[config.mk]
export PLATFORM = sky130hd
export DESIGN_NAME = tac_channel
export DESIGN_NICKNAME = d
export VERILOG_FILES = /design/src/core/pta_channel.v
export VERILOG_INCLUDE_DIRS = /design/src /design/src/pkg
export SDC_FILE = /design/constraint.sdc
export NUM_CORES = 1
export LEC_CHECK = 0
export ABC_AREA = 1
export BUFFER_PORTS_ARGS = -buffer_cell sky130_fd_sc_hd__buf_2
export CAP_MARGIN = 20
export CORE_MARGIN = 8
export CORE_UTILIZATION = 54
export DETAILED_ROUTE_END_ITERATION = 10
export HOLD_SLACK_MARGIN = 0.03
export PLACE_DENSITY = 0.73
export SYNTH_ARGS = -nofsm -noshare
export SYNTH_HDL_FRONTEND = slang
export SYNTH_SLANG_ARGS = --single-unit
[constraint.sdc]
create_clock -name clk -period 6.3 [get_ports clk]
set_input_delay 1.26 -clock clk [delete_from_list [all_inputs] [get_ports clk]]
set_output_delay 1.26 -clock clk [all_outputs]
set_load 0.005 [all_outputs]
[src/pkg/pta_map.vh]
// constants for the time accumulator channel
`ifndef TAC_MAP_VH
`define TAC_MAP_VH
`define TAC_MODE_HIGH     2'h0
`define TAC_MODE_LOW      2'h1
`define TAC_MODE_PER_RISE 2'h2
`define TAC_MODE_PER_FALL 2'h3
`define TAC_HSR_NONE      2'h0
`define TAC_HSR_INIT      2'h3
`define TAC_PRI_OFF       2'h0
`define TAC_UNIT_FIRST    8'h41
`define TAC_UNIT_SECOND   8'h44
`define TAC_PW_CHAN       4'h0
`define TAC_PW_COUNT      4'h2
`define TAC_PW_LAST       4'h4
`define TAC_PW_UPPER      4'h8
`define TAC_PW_LOWER      4'hA
`define TAC_FUNC_NUM      4'hF
`define TAC_COUNT_MIN     8'h01
`endif

[src/core/pta_channel.v]
// time accumulator channel: measures an input, sums high/low/period time, raises interrupt
// =====================================================================
// Summary of operation
// - a 32-bit running sum holds total high time, low time or period per the selected mode.
// - in period modes each period starts and ends on the configured rising or falling edge.
// - when the programmed count of measurements is reached the channel raises its interrupt.
// - the measurement count lies between 1 and 255 and the host must program it so.
// - mode 00 high time, 01 low time, 10 period from rising, 11 period from falling.
// - service request 00 is none and reset value, 11 initializes, 01 and 10 are unused.
// - priority 00 disables the channel, 01 low, 10 medium and 11 high priority.
// - the interrupt enable bit forwards the interrupt when 1 and blocks it when 0.
// - the interrupt status bit reads 1 while the interrupt is asserted and 0 otherwise.
// - the function select field must hold the accumulator's function number to run it.
// - parameter words are decoded in a page selected by unit code 41 or 44 and channel number.
`timescale 1ns/10ps
`include "pta_map.vh"
module tac_channel #(
   parameter [7:0] UNIT_CODE = `TAC_UNIT_FIRST,
   parameter [3:0] CHAN_NUM  = 4'h0
) (
   input  wire        clk,
   input  wire        resetn,
   input  wire        pin_in,
   input  wire [15:0] time_base,
   input  wire [3:0]  func_sel,
   input  wire [1:0]  host_seq,
   input  wire [1:0]  host_srv,
   input  wire [1:0]  chan_pri,
   input  wire        int_en,
   input  wire        int_clr,
   input  wire [7:0]  max_count,
   input  wire [7:0]  rd_unit,
   input  wire [3:0]  rd_chan,
   input  wire [3:0]  rd_word,
   output reg  [15:0] rd_data,
   output reg         rd_hit,
   output reg         int_status,
   output reg         int_req
);

   // =====================================================================
   // declarations
   reg         sync1_q;
   reg         sync2_q;
   reg         pin_q;
   reg  [31:0] sum_q;
   reg  [31:0] sum_d;
   reg  [7:0]  count_q;
   reg  [7:0]  count_d;
   reg  [15:0] last_time_q;
   reg  [15:0] last_time_d;
   reg         armed_q;
   reg         armed_d;
   reg         active_q;
   reg         active_d;
   reg  [31:0] result_q;
   reg  [31:0] result_d;
   reg         int_status_d;
   reg         int_req_d;
   reg  [15:0] rd_data_d;
   reg         start_edge;
   reg         end_edge;
   reg         is_period;
   wire        rise;
   wire        fall;
   wire        init_cmd;
   wire        run;
   wire        done;
   wire        page_ok;
   wire [15:0] delta;
   wire [31:0] sum_next;
   wire [7:0]  limit;
   wire [7:0]  count_next;

   // =====================================================================
   // input synchroniser; the pin is asynchronous, so two flops settle it before
   // any logic looks at it; the third flop only remembers the previous level
   always @(posedge clk) begin
      if (!resetn) begin
         sync1_q <= 1'b0;
         sync2_q <= 1'b0;
         pin_q   <= 1'b0;
      end else begin
         sync1_q <= pin_in;
         sync2_q <= sync1_q;
         pin_q   <= sync2_q;
      end
   end

   assign rise = sync2_q & ~pin_q;
   assign fall = ~sync2_q & pin_q;

   // =====================================================================
   // mode decode
   always @* begin
      start_edge = 1'b0;
      end_edge   = 1'b0;
      is_period  = 1'b0;
      case (host_seq)
         `TAC_MODE_HIGH: begin
            start_edge = rise;
            end_edge   = fall;
         end
         `TAC_MODE_LOW: begin
            start_edge = fall;
            end_edge   = rise;
         end
         `TAC_MODE_PER_RISE: begin
            start_edge = rise;
            end_edge   = rise;
            is_period  = 1'b1;
         end
         default: begin
            start_edge = fall;
            end_edge   = fall;
            is_period  = 1'b1;
         end
      endcase
   end

   // =====================================================================
   // gating and completion
   assign init_cmd   = (host_srv == `TAC_HSR_INIT);
   assign run        = active_q && (chan_pri != `TAC_PRI_OFF) && (func_sel == `TAC_FUNC_NUM);
   assign delta      = time_base - last_time_q;
   assign sum_next   = sum_q + {16'h0000, delta};
   // a zero count is out of range; treating it as one makes the channel finish after every measurement
   assign limit      = (max_count == 8'h00) ? `TAC_COUNT_MIN : max_count;
   assign count_next = count_q + 8'h01;
   // initialization wins over a completing edge in the same cycle, so a re-init
   // never raises a stale interrupt; one already pending stays set until int_clr
   assign done       = !init_cmd && run && armed_q && end_edge && (count_next >= limit);

   // =====================================================================
   // accumulation, next state
   always @* begin
      sum_d       = sum_q;
      count_d     = count_q;
      last_time_d = last_time_q;
      armed_d     = armed_q;
      active_d    = active_q;
      if (init_cmd) begin
         active_d = 1'b1;
         armed_d  = 1'b0;
         sum_d    = 32'h00000000;
         count_d  = 8'h00;
      end else if (run) begin
         if (armed_q && end_edge) begin
            if (done) begin
               sum_d   = 32'h00000000;
               count_d = 8'h00;
            end else begin
               sum_d   = sum_next;
               count_d = count_next;
            end
            // period modes re-arm at once: the end edge of one period starts the next
            armed_d     = is_period;
            last_time_d = time_base;
         end else if (start_edge) begin
            armed_d     = 1'b1;
            last_time_d = time_base;
         end
      end
   end

   // =====================================================================
   // accumulation registers
   always @(posedge clk) begin
      if (!resetn) begin
         sum_q       <= 32'h00000000;
         count_q     <= 8'h00;
         last_time_q <= 16'h0000;
         armed_q     <= 1'b0;
         active_q    <= 1'b0;
      end else begin
         sum_q       <= sum_d;
         count_q     <= count_d;
         last_time_q <= last_time_d;
         armed_q     <= armed_d;
         active_q    <= active_d;
      end
   end

   // =====================================================================
   // interrupt flag; set wins over a clear in the same cycle so no event is lost
   always @* begin
      int_status_d = int_status;
      if (done)
         int_status_d = 1'b1;
      else if (int_clr)
         int_status_d = 1'b0;
      int_req_d = int_status_d & int_en;
   end

   always @(posedge clk) begin
      if (!resetn) begin
         int_status <= 1'b0;
         int_req    <= 1'b0;
      end else begin
         int_status <= int_status_d;
         int_req    <= int_req_d;
      end
   end

   // =====================================================================
   // readable total; the running sum clears on completion, so the finished
   // total is held here while the interrupt is pending
   always @* begin
      result_d = result_q;
      if (done)
         result_d = sum_next;
      else if (!int_status)
         result_d = sum_q;
   end

   always @(posedge clk) begin
      if (!resetn)
         result_q <= 32'h00000000;
      else
         result_q <= result_d;
   end

   // =====================================================================
   // parameter word readback
   assign page_ok = (rd_unit == UNIT_CODE) && (rd_chan == CHAN_NUM) &&
                    ((UNIT_CODE == `TAC_UNIT_FIRST) || (UNIT_CODE == `TAC_UNIT_SECOND));

   always @* begin
      if (!page_ok)
         rd_data_d = 16'h0000;
      else if (rd_word == `TAC_PW_CHAN)
         rd_data_d = {12'h000, func_sel};
      else if (rd_word == `TAC_PW_COUNT)
         rd_data_d = {max_count, count_q};
      else if (rd_word == `TAC_PW_LAST)
         rd_data_d = last_time_q;
      else if (rd_word == `TAC_PW_UPPER)
         rd_data_d = result_q[31:16];
      else if (rd_word == `TAC_PW_LOWER)
         rd_data_d = result_q[15:0];
      else
         rd_data_d = 16'h0000;
   end

   always @(posedge clk) begin
      if (!resetn) begin
         rd_data <= 16'h0000;
         rd_hit  <= 1'b0;
      end else begin
         rd_data <= rd_data_d;
         rd_hit  <= page_ok;
      end
   end

endmodule // tac_channel

==> out/qor.yml, run 1 <==
outcome:
  status: "complete, no violations"
global_routing:
  grt_pass1_vias: 6866
  grt_first_pass_wirelength_mm: 34.6
  antenna_found_initial: 0
  grt-ovfl-total: 0
  track_usage: 0.239
  grt_max_degree: 53
worst_setup_path:
  end_kind: "flip-flop"
  critical_path_required_ps: 6540
  cpPeakStageDelay_ps: 400
  cp_max_fo: 4
  critical_path_class: "in2reg"
  crit_chain: "buf_2, inv_1, ha_1, fa_1, nand3b_1, nand2_1, nand2_1, a21oi_2, nand3_1, nand2_1, nand2_1, nand2_1, xor2_1, ha_1, nand2_1, inv_1, nand2_1, nor3_1, nand2_1, nand2_1, xor2_1, nor2_1, nor2_1, nor2_1"
  cp_common_cell: "nand2_1"
  critPathLaunchType: "primary input"
  crit_buf_inv: 3
  crit_arrival_ps: 4400
  critPathTopFamily: "simple AND/OR/NAND/NOR gates"
  crit_path_top_delay_cell: "fa_1"
routing:
  dr.pass1.iters: 5
  wl_per_cell_um: 15.6
  ant_nets: 0
  num_vias: 7434
  drc_errors: 0
  drt_wl_total_mm: 21.5
  viasPerCell: 5.41
  drtIter0Drc: 636
clock_network:
  hold_buffers: 0
  cts_tree: "yes"
  cts-htree-levels: 3
  cts_max_path_buffers: 2
  insertion_delay_ps: 360
  clkSlewWorstSetupHoldPaths_ps: 70
  cts_resized: 0
  cts_root_buffer: "clkbuf_16"
  post-cts-setup-buffers: 0
  cts_sinks: 112
  cts_made_buffers: 9
place:
  gp_congestion: 0.950
  dp_hpwl_mm: 16.3
  portBuffers: 73
  dpl_cell_area_um2: 7940
  dp.cells: 1359
flow_run:
  drv_cap: 0
sta:
  rsz0062_at_grt: "false"
  max_slew.worst_pin.slew_ps: 914
  hold_violations: 0
  slew_headroom: 0.388
  final_max_slew_viol_count: 0
  setup_violations: 0
  min_period_ps: 4160
  fin_crit_sh: 0.660
  fin_skew_ps: 10.0
  max_freq_ghz: 0.240
  setup_tns_ps: 0
yosys:
  syn_area_per_cell_um2: 6.62
  synth_fa_ha_area_frac: 0.0814
  syn_inst: 1142
  ys_ff_latch: 112
  ys_top_cells_by_area: "dfxtp_1 (30%), nand2_1 (15%), inv_1 (7.9%), ha_1 (7.6%), a21oi_1 (7.0%)"
  synth_top_area_cell: "dfxtp_1"
  synth_top_family_by_area: "simple AND/OR/NAND/NOR gates"
  synth_edf_count: 0
  synthXorXnorAreaFrac: 0.0427
  syn_area_um2: 7560
  ys.flop_type: "dfxtp_1"
  synth_top_area_share: 0.296
  synthSimpleGateAreaFrac: 0.300
  synth_compound_area_frac: 0.164
  ys_async_sr_fraction: 0
  synth_mux_area_frac: 0
  ys_types: 54
  ys_warn_count: 0
  synth_seq_area_share: 0.296
  syn_nets: 1245
floorplan:
  start_util: 0.549
  die_area_um2: 18000
  die_x_um: 134
  rows: 43
  io_pins: 74
  core_um2: 13800
  die_h_um: 134
cells_and_area:
  area_growth_pct: 9.55
  postLayoutCoreUtil: 0.601
  nets: 1293
  num_antenna_cells: 0
  stdcell_area_um2: 8280
  layout-drive-gt1-share: 0.103
  stdcell_count: 1375
power_and_ir_drop:
  vdd_ir_drop_max_v: 0.000149
  total_power_mw: 1.55
  power.density_nw_per_um2: 187
  p_leak_nw: 3.87
hold_path:
  hold_class: "reg2reg"
## stage by stage
step	hold WS, ps	setup slack [ps]
floorplan	390	2250
CTS	409	2160
finish	405	2140
global placement	399	1820
detailed placement	396	1790
global route	448	1810
## final cells by class
type / instances / area, um^2
clock buffers: 12 / 246
clock inverters: 4 / 98.8
fillers: 1345 / 5490
inverters: 166 / 633
multi-input cells: 825 / 4450
flip-flops and latches: 112 / 2240
well taps: 180 / 225
repair buffers: 76 / 388
## path summary, 6_finish.rpt
path / from / endpoint / slack (ps) / cells past startpoint
hold reg to reg: sync1_q / sync2_q / 410 / 2
hold / removal: sync1_q / sync2_q / 410 / 2
setup / recovery: time_base[0] / sum_q[13] / 2140 / 24
setup reg to reg: last_time_q[0] / sum_q[13] / 2780 / 22
## worst register-to-register path, delay by kind of cell (launching register included)
| family | cells | cell delay (ps) |
|---|---|---|
| adders and majority gates | 3 | 1010 |
| buffers and inverters | 1 | 80 |
| AOI/OAI and AO/OA | 1 | 190 |
| and+or+nand+nor | 15 | 1370 |
| DFF | 1 | 360 |
| xor gates and xnor gates | 2 | 370 |
## power breakdown
part / total, mW / switching (mW) / internal, mW
Combinational: 0.171 / 0.112 / 0.0595
Clock: 0.672 / 0.270 / 0.402
Sequential: 0.709 / 0.000602 / 0.708
## flip-flops by register name (all words and copies together), names as in the netlist
name	cells
sync1_q	1
int_req	1
last_time_q	16
int_status	1
sum_q	32
result_q	32
rd_data	16
armed_q	1
active_q	1
count_q	8
pin_q	1
sync2_q	1
rd_hit	1
## cell usage after synthesis (3+ instances only)
| library cell | number |
|---|---|
| nand2_1 | 297 |
| nand3_1 | 80 |
| a21o_1 | 3 |
| nor4_1 | 3 |
| nand3_2 | 4 |
| nand4_1 | 10 |
| nand2_4 | 3 |
| dfxtp_1 | 112 |
| a41oi_1 | 3 |
| a21oi_2 | 3 |
| buf_6 | 4 |
| xnor2_1 | 13 |
| nor2_1 | 91 |
| nand2_2 | 4 |
| o21bai_1 | 3 |
| a21oi_1 | 106 |
| inv_2 | 4 |
| buf_2 | 12 |
| clkbuf_1 | 15 |
| buf_4 | 5 |
| ha_1 | 46 |
| a211oi_1 | 11 |
| o21ai_0 | 61 |
| a221oi_1 | 4 |
| inv_1 | 159 |
| xor2_1 | 22 |
| nor3_1 | 6 |
| o21ai_1 | 4 |
| nand3b_1 | 7 |
| a31oi_1 | 13 |
## cells by family (layout without fill, tap and decap cells)
group                    Yosys count  after routing
AO/OA/AOI/OAI                    221            221
XOR/XNOR                          36             36
buffers and inverters            205            258
adder cells (fa/ha/maj)           48             48
AND/OR/NAND/NOR                  520            520
flip-flops                       112            112
## layer usage
layer / global-route usage / share of wire / vias to the layer above
met1: 0.297 / 0.45 / 3359
met4: 0.0880 / 0.028 / 0
met3: 0.0587 / 0.071 / 39
li1: - / - / 3795
met2: 0.392 / 0.45 / 241
met5: 0 / 0 / -
## placed cells by master (no fill, tap or decap), types with 3 or more instances in the layout
cell type  synthesis  final
a211oi_1          11     11
a21o_1             3      3
a21oi_1          106    106
a21oi_2            3      3
a221oi_1           4      4
a31oi_1           13     13
a41oi_1            3      3
buf_2             12     73
buf_4              5      3
bufinv_16          0      3
clkbuf_16          0      9
dfxtp_1          112    112
ha_1              46     46
inv_1            159    159
inv_2              4      4
inv_6              2      3
nand2_1          297    297
nand2_2            4      4
nand2_4            3      3
nand3_1           80     80
nand3_2            4      4
nand3b_1           7      7
nand4_1           10     10
nor2_1            91     91
nor3_1             6      6
nor4_1             3      3
o21ai_0           61     61
o21ai_1            4      4
o21bai_1           3      3
xnor2_1           13     13
xor2_1            22     22
No activity file was read; power rests on OpenSTA's default activity.
==> inputs of run 2 (changes only) <==
Settings changed: PLACE_DENSITY 0.73 to 0.76.
Clock period 6.3 ns to 3.4 ns, I/O delays scaled along.
==> out/qor.yml, run 2 (synthesized netlist as in run 1, its figures left out) <==
hold_path:
  hold_class: "reg2reg"
  holdPathStages: 2  # unchanged
routing:
  viasPerCell: 5.54  # +2.5%
  num_vias: 7977  # +7.3%
  dr.pass1.iters: 6  # +1
  wl_met1_mm: 9.64  # +0.10%
  drtIter0Drc: 646  # +1.6%
  drt_wl_total_mm: 23.0  # +7.1%
  wl_met2_mm: 10.8  # +11%
  routed.top_layer: "met4"
  ant_nets: 0  # unchanged
  drc_errors: 0  # unchanged
  wl_per_cell_um: 16.0  # +2.3%
  routed-wl-met3_mm: 1.84  # +20%
floorplan:
  die_x_um: 134  # unchanged
  core_um2: 13800  # unchanged
  rows: 43  # unchanged
  start_util: 0.549  # unchanged
  io_pins: 74  # unchanged
  die_h_um: 134  # unchanged
  die_area_um2: 18000  # unchanged
worst_setup_path:
  rr_startpoint: "last_time_q[0]"
  cp_max_fo: 4  # unchanged
  endpoint: "result_q[29]"
  crit_arrival_ps: 3650  # -750 ps
  critical_path_required_ps: 3660  # -2880 ps
  critical_path_class: "in2reg"
  r2r_end: "result_q[29]"
  end_kind: "flip-flop"
  r2r_slack_ps: 6  # -2770 ps
  rr_worst_depth: 24  # +9.1%
  critPathLaunchType: "primary input"
  crit_path_start: "time_base[0]"
sta:
  rsz0062_at_grt: "true"
  max_slew.worst_pin.slew_ps: 849  # -65.6 ps
  hold_violations: 0  # unchanged
  slew_headroom: 0.433  # +0.0453
  final_max_slew_viol_count: 0  # unchanged
  fin_skew_ps: 14.2  # +4.17 ps
  max_freq_ghz: 0.295
  min_period_ps: 3390
  setup_violations: 0  # unchanged
  fin_crit_sh: 0.998
cells_and_area:
  layout-drive-gt1-share: 0.209  # +0.106
  area_growth_pct: 20.2
  nets: 1357  # +4.9%
  num_antenna_cells: 0  # unchanged
  fill_cells: 1199  # -11%
  postLayoutCoreUtil: 0.660  # +0.0583
  top_regs: "result_q x32, sum_q x32"
  layout_common_cells: "nand2_1 (261), inv_1 (153), dfxtp_1 (112), a21oi_1 (97), nor2_1 (88)"
  stdcell_count: 1439  # +4.7%
  stdcell_area_um2: 9090  # +9.7%
  final_common_cell: "nand2_1"
clock_network:
  hold_buffers: 0  # unchanged
  cts_max_path_buffers: 2  # unchanged
  cts-htree-levels: 3  # unchanged
  cts_made_buffers: 9  # unchanged
  cts_root_buffer: "clkbuf_16"
  cts_sinks: 112  # unchanged
  insertion_delay_ps: 370  # about the same
  clkSlewWorstSetupHoldPaths_ps: 70  # about the same
  cts_tree: "yes"
global_routing:
  antenna_found_initial: 0  # unchanged
  grt_first_pass_wirelength_mm: 35.4  # +2.4%
  grt_max_degree: 45  # -15%
  grt_pass1_vias: 7160  # +4.3%
  track_usage: 0.245  # +0.00612
  grt-ovfl-total: 0  # unchanged
power_and_ir_drop:
  p_int_mw: 2.20  # +88%
  power_frac_seq: 0.444  # -0.013
  switching_share: 0.257  # +0.0102
  p_leak_nw: 4.29  # +11%
  vdd_ir_drop_max_v: 0.000246  # +65%
  power.density_nw_per_um2: 326  # +74%
  p_clk_frac: 0.410  # -0.023
  switchingPower_uw: 759  # +99%
  total_power_mw: 2.96  # +91%
  combPwrFrac: 0.146  # +0.036
place:
  dpl_cell_area_um2: 8390  # +5.7%
  dp.cells: 1418  # +4.3%
  gp_congestion: 0.949  # -0.13%
  portBuffers: 73  # unchanged
  dp_hpwl_mm: 17.0  # +4.1%
flow_run:
  drv_cap: 0  # unchanged
outcome:
  status: "complete, no violations"
==> run 2: changes by cell type in the layout (fill, tap and decap cells not counted), sizes merged <==
cell	previous run	this run
buf	76	140
bufinv	3	2
inv	166	165
clkinvlp	0	2
==> run 2: layer usage <==
layer / global-route usage / up-vias
met5: 0 / -
li1: - / 3919
met4: 0.107 / 0
met1: 0.300 / 3654
met2: 0.410 / 350
met3: 0.0479 / 54
==> run 2: worst min path at each step <==
stage / startpoint / to / slack [ps]
floorplan: sync1_q / sync2_q / 390
global placement: sync1_q / sync2_q / 390
detailed placement: sync1_q / sync2_q / 420
CTS: sync1_q / sync2_q / 430
global route: sync1_q / sync2_q / 450
finish: sync1_q / sync2_q / 430
==> run 2: power groups by stage <==
stage	combinational, mW	clock, mW	sequential [mW]
3_5_place_dp	0.371	0	1.34
3_3_place_gp	0.367	0	1.34
5_1_grt	0.470	1.27	1.31
4_1_cts	0.376	1.22	1.31
2_1_floorplan	0.215	0	1.34
6_report	0.432	1.21	1.31
==> run 2: critical path: stages <==
cell,delay (ps)
buf_8,80
inv_4,30
ha_4,150
fa_2,350
nand3b_1,170
nand2_2,80
nand2_2,70
a21oi_4,170
nand3_1,110
nand2_1,110
nand2_1,60
nand2_1,70
xor2_1,210
ha_1,330
nand2_1,110
nand2_2,80
nand2_2,70
nand2_2,70
a21oi_2,110
nand2_2,110
nand2_2,90
nand2_1,50
nand2_1,70
nand2_2,60
o21ai_1,120
inv_1,40
==> run 2: repair_timing <==
item,in CTS,in global routing
buffers inserted,0,5
endpoints found under the setup margin,0,48
gates resized for setup,0,93
==> run 2: metrics by stage <==
stage	TNS, ps	setup WS [ps]	hold WS, ps
5_1_grt	-4750	-187	455
6_report	0	5.97	428
3_5_place_dp	-11830	-333	416
2_1_floorplan	0	9.01	390
3_3_place_gp	-8770	-264	395
4_1_cts	0	1.34	433
==> run 2: layout make-up <==
type / count / area [um^2] / area share
Sequential cell: 112 / 2240 / 0.247
Inverter: 166 / 638 / 0.0702
Tap cell: 180 / 225 / 0.0248
Timing Repair Buffer: 140 / 878 / 0.0967
Clock buffer: 12 / 267 / 0.0293
Clock inverter: 4 / 75.1 / 0.00826
Multi-Input combinational cell: 825 / 4760 / 0.524
